$ cat src/rtl/fprs_pkg.sv
// What this block does
// - Lock bit freezes second smoothing register writes
// - Channel slowdown bit makes ramp four times slower
// - Bits 2:0 set local channel ramp rate
// - Smoothing steps duty toward target, never jumps
// - Rate codes give 1,2,3,4,8,12,24,48 steps
// - Timebase bit selects 37.5 s or 52.2 s scale
// - Bit 3 enables local channel smoothing
// - Bits 6:4 set remote two ramp rate
// - Bit 7 enables remote two smoothing
// - Second smoothing register resets to zero
// - Three minimum duty registers reset to half
// - Minimum duty maps linearly onto output duty
// - Automatic mode discards minimum duty writes
// - Hold select picks zero or minimum below threshold
package fprs_pkg;

  localparam logic [7:0] ADDR_CFG6       = 8'h10;
  localparam logic [7:0] ADDR_SMOOTH_A   = 8'h62;
  localparam logic [7:0] ADDR_SMOOTH_B   = 8'h63;
  localparam logic [7:0] ADDR_MIN_DUTY1  = 8'h64;
  localparam logic [7:0] ADDR_MIN_DUTY2  = 8'h65;
  localparam logic [7:0] ADDR_MIN_DUTY3  = 8'h66;
  localparam logic [7:0] ADDR_DUTY_OUT1  = 8'h30;
  localparam logic [7:0] ADDR_DUTY_OUT2  = 8'h31;
  localparam logic [7:0] ADDR_DUTY_OUT3  = 8'h32;

  localparam int LOCAL_RATE_LSB   = 0;
  localparam int LOCAL_EN_BIT     = 3;
  localparam int REMOTE2_RATE_LSB = 4;
  localparam int REMOTE2_EN_BIT   = 7;
  localparam int TIMEBASE_BIT     = 7;
  localparam int SLOW_LOCAL_BIT   = 1;
  localparam int SLOW_REMOTE2_BIT = 2;
  localparam int HOLD_SEL_LSB     = 5;

  localparam logic [7:0] SMOOTH_B_RESET = 8'h00;
  localparam logic [7:0] MIN_DUTY_RESET = 8'h80;
  localparam logic [7:0] CFG6_RESET     = 8'h00;
  localparam logic [2:0] HOLD_SEL_RESET = 3'h0;

  // A full ramp covers 255 duty steps at one step per slot.
  localparam int RAMP_FULL_MS_TB0 = 37500;
  localparam int RAMP_FULL_MS_TB1 = 52200;
  localparam int CLK_KHZ          = 20000;
  localparam int FULL_STEPS       = 255;
  localparam int SLOT_CYC_TB0     = RAMP_FULL_MS_TB0 * CLK_KHZ / FULL_STEPS;
  localparam int SLOT_CYC_TB1     = RAMP_FULL_MS_TB1 * CLK_KHZ / FULL_STEPS;
  localparam int SLOW_FACTOR      = 4;

  function automatic logic [7:0] step_of(input logic [2:0] code);
    unique case (code)
      3'h0: step_of = 8'h01;
      3'h1: step_of = 8'h02;
      3'h2: step_of = 8'h03;
      3'h3: step_of = 8'h04;
      3'h4: step_of = 8'h08;
      3'h5: step_of = 8'h0c;
      3'h6: step_of = 8'h18;
      3'h7: step_of = 8'h30;
    endcase
  endfunction

endpackage

$ cat src/rtl/fprs_ramp_if.sv
`timescale 1ns/100ps
interface fprs_ramp_if;
  logic [7:0] target;
  logic [2:0] rate;
  logic       smooth_en;
  logic       slow;
  logic [7:0] duty;

  modport ctrl (output target, output rate, output smooth_en,
                output slow, input duty);
  modport ramp (input target, input rate, input smooth_en,
                input slow, output duty);
endinterface // fprs_ramp_if

$ cat src/rtl/fprs_ramp.sv
`timescale 1ns/100ps
module fprs_ramp (
  input  wire logic sys_clk,
  input  wire logic reset_n,
  input  wire logic slot_tick,
  fprs_ramp_if.ramp rif
);
  import fprs_pkg::*;

  logic [1:0] pre_q;
  logic [7:0] duty_q;
  logic [7:0] step;
  logic       step_ok;

  assign step    = step_of(rif.rate);
  assign step_ok = slot_tick &&
                   (!rif.slow || pre_q == 2'(SLOW_FACTOR - 1));
  assign rif.duty = duty_q;

  always_ff @(posedge sys_clk or negedge reset_n) begin
    if (!reset_n) begin
      pre_q <= 2'h0;
    end else if (slot_tick) begin
      pre_q <= pre_q + 2'h1;
    end
  end

  always_ff @(posedge sys_clk or negedge reset_n) begin
    if (!reset_n) begin
      duty_q <= 8'h00;
    end else if (!rif.smooth_en) begin
      duty_q <= rif.target;
    end else if (step_ok) begin
      // Clamp to the target so a large step never overshoots.
      if (rif.target > duty_q) begin
        duty_q <= (rif.target - duty_q > step) ? duty_q + step
                                               : rif.target;
      end else if (rif.target < duty_q) begin
        duty_q <= (duty_q - rif.target > step) ? duty_q - step
                                               : rif.target;
      end
    end
  end
endmodule // fprs_ramp

$ cat src/rtl/fprs_tick.sv
`timescale 1ns/100ps
module fprs_tick #(
  parameter int SLOT_TB0 = fprs_pkg::SLOT_CYC_TB0,
  parameter int SLOT_TB1 = fprs_pkg::SLOT_CYC_TB1,
  parameter int CNT_W    = 22
) (
  input  wire logic sys_clk,
  input  wire logic reset_n,
  input  wire logic timebase_sel,
  output logic      slot_tick
);
  import fprs_pkg::*;

  logic [CNT_W-1:0] cnt_q;
  logic [CNT_W-1:0] limit;

  assign limit = timebase_sel ? CNT_W'(SLOT_TB1 - 1)
                              : CNT_W'(SLOT_TB0 - 1);

  always_ff @(posedge sys_clk or negedge reset_n) begin
    if (!reset_n) begin
      cnt_q     <= '0;
      slot_tick <= 1'b0;
    end else if (cnt_q >= limit) begin
      cnt_q     <= '0;
      slot_tick <= 1'b1;
    end else begin
      cnt_q     <= cnt_q + 1'b1;
      slot_tick <= 1'b0;
    end
  end
endmodule // fprs_tick

$ cat src/rtl/fprs_top.sv
// Decided for this implementation: strobed register access.
`timescale 1ns/100ps
module fprs_top #(
  parameter int SLOT_TB0 = fprs_pkg::SLOT_CYC_TB0,
  parameter int SLOT_TB1 = fprs_pkg::SLOT_CYC_TB1
) (
  input  wire logic       sys_clk,
  input  wire logic       reset_n,
  input  wire logic [7:0] reg_addr,
  input  wire logic [7:0] reg_wdata,
  input  wire logic       reg_wr,
  input  wire logic       reg_rd,
  output logic      [7:0] reg_rdata,
  input  wire logic       config_lock,
  input  wire logic       auto_mode,
  input  wire logic [7:0] local_duty_target,
  input  wire logic [7:0] remote2_duty_target,
  input  wire logic       local_below_min,
  input  wire logic       remote2_below_min,
  input  wire logic [2:0] drive_from_remote2,
  output logic      [7:0] fan_drive_one,
  output logic      [7:0] fan_drive_two,
  output logic      [7:0] fan_drive_three
);
  import fprs_pkg::*;

  logic [7:0] smooth_b_q;
  logic [7:0] cfg6_q;
  logic [2:0] hold_sel_q;
  logic [7:0] min_duty_q [3];
  logic [7:0] drive_q    [3];
  logic       slot_tick;

  fprs_ramp_if rif [3] ();

  fprs_tick #(
    .SLOT_TB0 (SLOT_TB0),
    .SLOT_TB1 (SLOT_TB1),
    .CNT_W    (22)
  ) u_tick (
    .sys_clk      (sys_clk),
    .reset_n      (reset_n),
    .timebase_sel (cfg6_q[TIMEBASE_BIT]),
    .slot_tick    (slot_tick)
  );

  // Smoothing settings and lock.
  always_ff @(posedge sys_clk or negedge reset_n) begin
    if (!reset_n) begin
      smooth_b_q <= SMOOTH_B_RESET;
    end else if (reg_wr && reg_addr == ADDR_SMOOTH_B && !config_lock) begin
      smooth_b_q <= reg_wdata;
    end
  end

  always_ff @(posedge sys_clk or negedge reset_n) begin
    if (!reset_n) begin
      hold_sel_q <= HOLD_SEL_RESET;
    end else if (reg_wr && reg_addr == ADDR_SMOOTH_A && !config_lock) begin
      hold_sel_q <= reg_wdata[HOLD_SEL_LSB +: 3];
    end
  end

  always_ff @(posedge sys_clk or negedge reset_n) begin
    if (!reset_n) begin
      cfg6_q <= CFG6_RESET;
    end else if (reg_wr && reg_addr == ADDR_CFG6) begin
      cfg6_q <= reg_wdata;
    end
  end

  // Minimum duty levels; the control loop owns them in automatic mode.
  always_ff @(posedge sys_clk or negedge reset_n) begin
    if (!reset_n) begin
      for (int i = 0; i < 3; i++) begin
        min_duty_q[i] <= MIN_DUTY_RESET;
      end
    end else if (reg_wr && !auto_mode) begin
      if (reg_addr == ADDR_MIN_DUTY1) begin
        min_duty_q[0] <= reg_wdata;
      end
      if (reg_addr == ADDR_MIN_DUTY2) begin
        min_duty_q[1] <= reg_wdata;
      end
      if (reg_addr == ADDR_MIN_DUTY3) begin
        min_duty_q[2] <= reg_wdata;
      end
    end
  end

  // Per-output ramp setup; each output follows its chosen channel.
  for (genvar g = 0; g < 3; g++) begin : g_out
    logic       use_r2;
    logic       below;
    logic [7:0] tgt;

    assign use_r2 = drive_from_remote2[g];
    assign below  = use_r2 ? remote2_below_min : local_below_min;
    assign tgt    = use_r2 ? remote2_duty_target : local_duty_target;

    // The minimum level is the same 0..255 scale as the output.
    assign rif[g].target = below ? (hold_sel_q[g] ? min_duty_q[g]
                                                  : 8'h00)
                         : (tgt < min_duty_q[g] ? min_duty_q[g]
                                                : tgt);
    assign rif[g].rate = use_r2
        ? smooth_b_q[REMOTE2_RATE_LSB +: 3]
        : smooth_b_q[LOCAL_RATE_LSB +: 3];
    assign rif[g].smooth_en = use_r2 ? smooth_b_q[REMOTE2_EN_BIT]
                                     : smooth_b_q[LOCAL_EN_BIT];
    assign rif[g].slow = use_r2 ? cfg6_q[SLOW_REMOTE2_BIT]
                                : cfg6_q[SLOW_LOCAL_BIT];

    fprs_ramp u_ramp (
      .sys_clk   (sys_clk),
      .reset_n   (reset_n),
      .slot_tick (slot_tick),
      .rif       (rif[g])
    );

    always_ff @(posedge sys_clk or negedge reset_n) begin
      if (!reset_n) begin
        drive_q[g] <= 8'h00;
      end else begin
        drive_q[g] <= rif[g].duty;
      end
    end
  end

  assign fan_drive_one   = drive_q[0];
  assign fan_drive_two   = drive_q[1];
  assign fan_drive_three = drive_q[2];

  // Read data stands only in the cycle after the read strobe.
  always_ff @(posedge sys_clk or negedge reset_n) begin
    if (!reset_n) begin
      reg_rdata <= 8'h00;
    end else if (reg_rd) begin
      unique case (reg_addr)
        ADDR_CFG6:      reg_rdata <= cfg6_q;
        ADDR_SMOOTH_A:  reg_rdata <= {hold_sel_q, 5'h00};
        ADDR_SMOOTH_B:  reg_rdata <= smooth_b_q;
        ADDR_MIN_DUTY1: reg_rdata <= min_duty_q[0];
        ADDR_MIN_DUTY2: reg_rdata <= min_duty_q[1];
        ADDR_MIN_DUTY3: reg_rdata <= min_duty_q[2];
        ADDR_DUTY_OUT1: reg_rdata <= drive_q[0];
        ADDR_DUTY_OUT2: reg_rdata <= drive_q[1];
        ADDR_DUTY_OUT3: reg_rdata <= drive_q[2];
        default:        reg_rdata <= 8'h00;
      endcase
    end else begin
      reg_rdata <= 8'h00;
    end
  end
endmodule // fprs_top

$ cat config.mk
export PLATFORM = sky130hd
export DESIGN_NAME = fprs_top
export DESIGN_NICKNAME = d
export VERILOG_FILES = /design/src/rtl/fprs_pkg.sv /design/src/rtl/fprs_ramp_if.sv /design/src/rtl/fprs_ramp.sv /design/src/rtl/fprs_tick.sv /design/src/rtl/fprs_top.sv
export SDC_FILE = /design/constraint.sdc
export NUM_CORES = 1
export LEC_CHECK = 0
export BUFFER_PORTS_ARGS = -buffer_cell sky130_fd_sc_hd__buf_2
export CAP_MARGIN = 20
export CORE_ASPECT_RATIO = 1.5
export CORE_MARGIN = 2
export CORE_UTILIZATION = 60
export CTS_BUF_LIST = sky130_fd_sc_hd__clkbuf_8
export DETAILED_ROUTE_END_ITERATION = 16
export PLACE_DENSITY_LB_ADDON = 0.25
export SYNTH_ARGS = -nofsm -noshare
export SYNTH_HDL_FRONTEND = slang
export SYNTH_SLANG_ARGS = --single-unit
export TNS_END_PERCENT = 50
$ cat constraint.sdc
create_clock -name sys_clk -period 6.5 [get_ports sys_clk]
set_input_delay 0.325 -clock sys_clk [delete_from_list [all_inputs] [get_ports sys_clk]]
set_output_delay 0.325 -clock sys_clk [all_outputs]
set_load 0.05 [all_outputs]
# == Yosys cells after proc, flatten, opt, wreduce, memory -nomap -nowiden ==
# Memory sizes are Yosys's and may differ from the RTL's.
# Index checks and enable logic that the tools add are counted.
# word_totals
n_memories,3
output_inout_bits,32
romBits,144
input_bits,43
latch_bits,0
ramBits,0
word_cells,141
register_bits,128
# memory_table
name,words,width,rd,rd_ports_with_merged_regs,write_ports,line,source
(name not given),8,6,1,0,0,fprs_pkg.sv:52,unique case (code)
(name not given),8,6,1,0,0,fprs_pkg.sv:52,
(name not given),8,6,1,0,0,fprs_pkg.sv:52,
# classes
n_reduce_logical,23
n_mul,0
n_shift,0
div,0
eq_ne,18
magnitude_cmp,16
bitwise_logic,0
add_sub_neg,16
mux,47
# ops
operator,n
two-way mux 8 bit,31
greater-than comparator 8 bit,9
one-hot mux 8 bit (9 select lines),1
subtractor 8 bit,9
< comparator 8 bit,6
"equality test 8 x 7 -> 1 bit, second input constant",5
adder 8 bit,3
"equality test 8 x 6 -> 1 bit, second input constant",3
"adder 22 x 1 -> 22 bit, second input constant",1
greater-or-equal comparator 22 bit,1
two-way mux 22 bit,1
two-way mux 21 bit,1
AND reduction 2 bit,6
two-way mux 1 bit,10
logical AND 1 bit,9
two-way mux 3 bit,3
"!= test 3 bit, second input constant",3
"equality test 8 x 5 -> 1 bit, second input constant",1
"adder 2 x 1 -> 2 bit, second input constant",3
"equality test 2 bit, second input constant",3
"!= test 2 bit, second input constant",3
zero test 1 bit,5
logical OR 1 bit,3

# == Logic depth before layout (Yosys ltp) ==
# logic_depth
ltp_word,11
mapped_depth,28
depth_no_buf,25

# == Modules after synthesis ==
# Synthesis repeated with hierarchy kept, for this count alone.
# unflattened
hier_cells,1456
area_unflattened_um2,13107.6
# modules_own_cells
module,seq_area_each_um2,area_per_inst_um2,instances,cells_per_inst
fprs_top,1880.6,4999.8,1,483
fprs_ramp (g_out[2].u_ramp),250.2,2299.7,1,289
fprs_ramp (g_out[0].u_ramp),250.2,2240.9,1,279
fprs_ramp (g_out[1].u_ramp),250.2,2160.8,1,268
fprs_tick,575.6,1406.3,1,137

# == Worst setup path after synthesis ==
# OpenSTA, ideal clock, no wires.
# synth_timing
path_type,input -> register
from,input drive_from_remote2[1]
to,register g_out[1].u_ramp.duty_q[7]
path_stages,24
arrival_ps,5598
setup_slack_ps,776
path_buffers,2
required_ps,6374
setup_ps,126
cell_sequence,buf_4 > clkbuf_1 > mux2_2 > ha_1 > a21o_1 > a221oi_2 > a211oi_1 > a21oi_1 > inv_1 > ha_1 > ha_1 > and2_1 > o31ai_1 > nand2_1 > xor2_1 > ha_1 > nand4_1 > o21ai_0 > a21oi_1 > nor4b_1 > mux2i_1 > a211oi_2 > nor2_1 > a221o_1
# synth_between
elab_chain_len,11
elab_cells_between_ends,29
classes_between,4 x add/sub; 5 x order compare; 2 x eq/ne; 13 x mux; 4 x reduce/logical; 1 x memory
# synth_rtl
item,line,source
start: declaration,fprs_top.sv:20,"input wire logic [2:0] drive_from_remote2,"
two-way mux 8 bit,fprs_top.sv:99,assign tgt = use_r2 ? remote2_duty_target : local_duty_target;
< comparator 8 bit,fprs_top.sv:104,: (tgt < min_duty_q[g] ? min_duty_q[g]
two-way mux 8 bit,fprs_top.sv:104,
two-way mux 8 bit,fprs_top.sv:102,assign rif[g].target = below ? (hold_sel_q[g] ? min_duty_q[g]
subtractor 8 bit,fprs_ramp.sv:39,duty_q <= (duty_q - rif.target > step) ? duty_q - step
greater-than comparator 8 bit,fprs_ramp.sv:39,
two-way mux 8 bit,fprs_ramp.sv:39,
two-way mux 8 bit,fprs_ramp.sv:38,end else if (rif.target < duty_q) begin
two-way mux 8 bit,fprs_ramp.sv:35,if (rif.target > duty_q) begin
two-way mux 8 bit,fprs_ramp.sv:33,end else if (step_ok) begin
two-way mux 8 bit,fprs_ramp.sv:31,end else if (!rif.smooth_en) begin
end signal: assignment,fprs_ramp.sv:32,duty_q <= rif.target;
end signal: assignment,fprs_ramp.sv:36,duty_q <= (rif.target - duty_q > step) ? duty_q + step
end signal: assignment,fprs_ramp.sv:39,
end: declaration,fprs_ramp.sv:11,logic [7:0] duty_q;
# Several ways; a longest one is shown, not always the timed one. The select of a mux whose other input is x is not followed.
# A chain may end at the register's enable or synchronous reset.

# == Final worst setup path ==
# Same ends and word-level chain as after synthesis.

==> metrics.md <==
| Metric | Value |
|---|---|
| Critical Path RT | `between 6000 and 7000 ps` |
| Synth unique cells | `85` |
| Pre-Repair DR Iteration Count | `5` |
| Setup TNS | `0 ps` |
| CTS tree | `yes` |
| #FFs+latches synth | `128` |
| Synth area leader | `dfrtp_1` |
| Hold Path Class | `input port to flip-flop` |
| Post-synth EDFFs | `0` |
| Final Hold Viols | `0` |
| Post-synth top flop | `dfrtp_1` |
| Setup crit start kind | `input port` |
| Yosys top cell area share | `0.254` |
| Max VDD drop | `between 0.00015 and 0.0002 V` |
| Commonest non-fill, non-tap cell in the layout | `ha_1` |
| Most frequent cells in the layout | `ha_1 (151), inv_1 (145), dfrtp_1 (125)` |
| Die Height | `between 150 and 200 um` |
| CTS buffer count | `17` |
| Worst R2R Path Depth | `24` |
| Syn. warnings | `0` |
| Clock skew | `about 19 ps` |
| Pins Over Slew Limit | `0` |
| Area Growth Syn to Fin | `8.50%` |
| CTS resizes | `0` |
| CTS root buf | `clkbuf_8` |
| Critical Path AT | `a little over 6000 ps` |
| Core box area | `approximately 20000 um2` |
| Part of the Yosys area used for sequential elements | `0.261` |
| Synth Cell Area | `12300 um2` |
| Metal1 wirelength | `roughly 14000 um` |
| Pwr/cell area | `~220 nW/um2` |
| Largest net degree at the start of global routing | `75` |
| Final period util | `0.892` |
| Clock Latency Late Sink | `approximately 480 ps` |
| Nets | `between 1500 and 2000` |
| Max-cap check violation count | `0` |
| Total GRT Usage | `0.331` |
| Row count | `64` |
| Register area | `between 3000 and 4000 um2` |
| R2R Setup Slk | `720 ps` |
| Avg WL per Cell | `between 20 and 25 um` |
| Setup Viol. Count Final | `0` |
| Met2 WL | `between 15000 and 20000 um` |
| Initial Util | `0.607` |
| Met3 wire len | `between 1500 and 2000 um` |
| CTS H-Tree Depth | `4` |
| Crit Path Max Fanout | `17` |
| Reg-to-Reg Start | `min_duty_q[15]$_DFFE_PN1P_` |
| CTS clk-pin slew, worst paths | `80 ps` |
| Worst hold start | `reg_wdata[3]` |
| Port bufs | `74` |
| Leading post-synthesis cells by cell area | `dfrtp_1 (25%), ha_1 (15%), mux2_2 (7.1%)` |
| Clk buf depth | `2` |
| DP HPWL | `28200 um` |
| Layout fillers | `1717` |
| CP Capture Type | `flip-flop` |
| Synthesized area per cell | `8.81 um2` |
| Cells after Synth | `around 1400` |
| First-pass GRT wire length | `55500 um` |
| Syn_nets | `about 1600` |
| Crit Path Category | `input port to flip-flop` |
| Reg2Reg Capture Point | `g_out[1].u_ramp.rif.duty[7]$_DFFE_PN0P_` |
| Die extent in x | `between 100 and 150 um` |
| Clock sinks | `around 130` |
| Multi-input logic area | `8350 um2` |
| DRC errors left | `0` |
| Top layer in use | `met4` |
| Vias per cell | `approximately 6.3` |
| Global route overflow | `0` |
| Share of cells above drive strength 1 | `0.155` |
| Total number of vias | `around 11000` |
| Total wire length | `between 30000 and 40000 um` |
| Worst min-delay path endpoint | `min_duty_q[3]$_DFFE_PN0P_` |
| Worst Tran Pin Value | `roughly 1100 ps` |
| Hold path cells | `2` |
| Run status | `finished clean` |
| Setup repair after global routing missed its margin | `false` |
| Ys async rst share | `1.00` |
| ANT nets after route | `0` |
| Global placement routability congestion | `a little under 1` |
| Minimum clock period | `a little under 6000 ps` |
| DR iter-0 viols | `888` |
| Total Die Area | `between 20000 and 25000 um2` |
| Vias in the first global route | `~11000` |
| Initial antenna violation count | `0` |
| Rel. slew slack | `0.274` |
| Final hold slack | `between 150 and 200 ps` |
| # IOs | `75` |
| LEAKAGE | `between 6 and 7 nW` |
| FMAX | `about 170 MHz` |
[worst max-delay path by stage]
stage / depth (start not counted) / end / startpoint
6_report: 26 / g_out[1].u_ramp.rif.duty[7]$_DFFE_PN0P_ / drive_from_remote2[1]
5_1_grt: 26 / g_out[1].u_ramp.rif.duty[7]$_DFFE_PN0P_ / drive_from_remote2[1]
4_1_cts: 26 / g_out[1].u_ramp.rif.duty[7]$_DFFE_PN0P_ / drive_from_remote2[1]
3_5_place_dp: 26 / g_out[1].u_ramp.rif.duty[7]$_DFFE_PN0P_ / drive_from_remote2[1]
3_3_place_gp: 26 / g_out[1].u_ramp.rif.duty[7]$_DFFE_PN0P_ / drive_from_remote2[1]
2_1_floorplan: 24 / g_out[1].u_ramp.rif.duty[7]$_DFFE_PN0P_ / drive_from_remote2[1]
[area by class of cell]
type                    count  share of cell area
diodes                      1            0.000187
clock buffers              18              0.0186
clock inverters            14              0.0117
inverters                 146              0.0411
multi-input cells        1076               0.626
flip-flops and latches    128               0.240
well taps                 264              0.0247
repair buffers             91              0.0378
[Yosys cell counts (7+ instances only)]
library cell  number
ha_1             151
nor2_1            70
mux2i_1           36
o21ai_0           68
and3_1            15
nand2_1           89
xnor2_1           42
dfrtp_1          125
a21o_1            14
fa_1               9
o211ai_1          13
clkbuf_1          36
nor2b_1           25
a31oi_1            9
a21oi_1           97
o21bai_1          13
nor3_1            13
inv_1            145
a21boi_0           8
o21a_1            20
nand3_1           34
mux2_2            78
a211oi_1          15
a221oi_1          14
nand2b_1          18
nand4_1            9
o22ai_1           17
and2_1            19
xor2_1            27
a22oi_1           34
o31ai_1            7
[kinds of logic after synthesis]
group	count (synthesis)	synth area share
adder cells (fa/ha/maj)	160	0.168
multiplexers	116	0.104
AO/OA/AOI/OAI	399	0.222
AND/OR/NAND/NOR	332	0.136
buffers and inverters	192	0.0604
XOR/XNOR	69	0.0491
flip-flops	128	0.261
[sequential cells by signal (all words and copies together) (netlist names)]
name and flops:
cfg6_q 8, smooth_b_q 8, min_duty_q 24, u_tick.slot_tick 1, fan_drive_one 8, u_tick.cnt_q 22
g_out.u_ramp.pre_q 6, fan_drive_two 8, reg_rdata 8, hold_sel_q 3, fan_drive_three 8, g_out.u_ramp.rif.duty 24
[timing repair]
| item | CTS | global route |
|---|---|---|
| hold endpoints to repair | 70 | 0 |
| hold buffers | 1 | 0 |
| endpoints found under the setup margin | 0 | 0 |
| buffers inserted | 0 | 0 |
[power breakdown]
part	total [mW]	internal (mW)	switching, mW	leakage [nW]
combinational	1.27	0.507	0.761	4.45
sequential	0.917	0.842	0.0743	1.72
clock	0.713	0.356	0.356	0.198
[layer usage]
metal,GRT usage,vias up
li1,-,5175
met1,0.375,5314
met2,0.586,406
met3,0.0402,126
met4,0.214,0
met5,0,-
[through the flow]
stage	util	std cells	setup slack, ps	cell area (um2)	power, mW
2_1_floorplan	-	1396	776	12300	1.83
3_3_place_gp	0.638	1703	416	12900	2.15
3_5_place_dp	0.638	1703	297	12900	2.17
4_1_cts	0.658	1736	783	13300	2.89
5_1_grt	0.659	1737	140	13300	3.07
6_report	0.659	1738	703	13300	2.90
[critical path: stages]
cell	delay, ps
buf_2	380
mux2_2	430
ha_1	290
o211ai_1	80
a31oi_1	170
o2111ai_2	200
a22o_1	290
a21oi_1	470
inv_1	190
ha_1	370
nor2b_1	150
o21a_1	180
o21ai_0	210
nand2_1	90
a21oi_1	180
xnor2_1	140
ha_1	260
and4_1	150
nand3_1	80
nand2_1	50
a21oi_1	160
nor2_1	80
o21ai_0	220
nor2_1	110
a221o_1	480
a221o_1	380
Note: power is estimated with default switching activity, not from simulation.
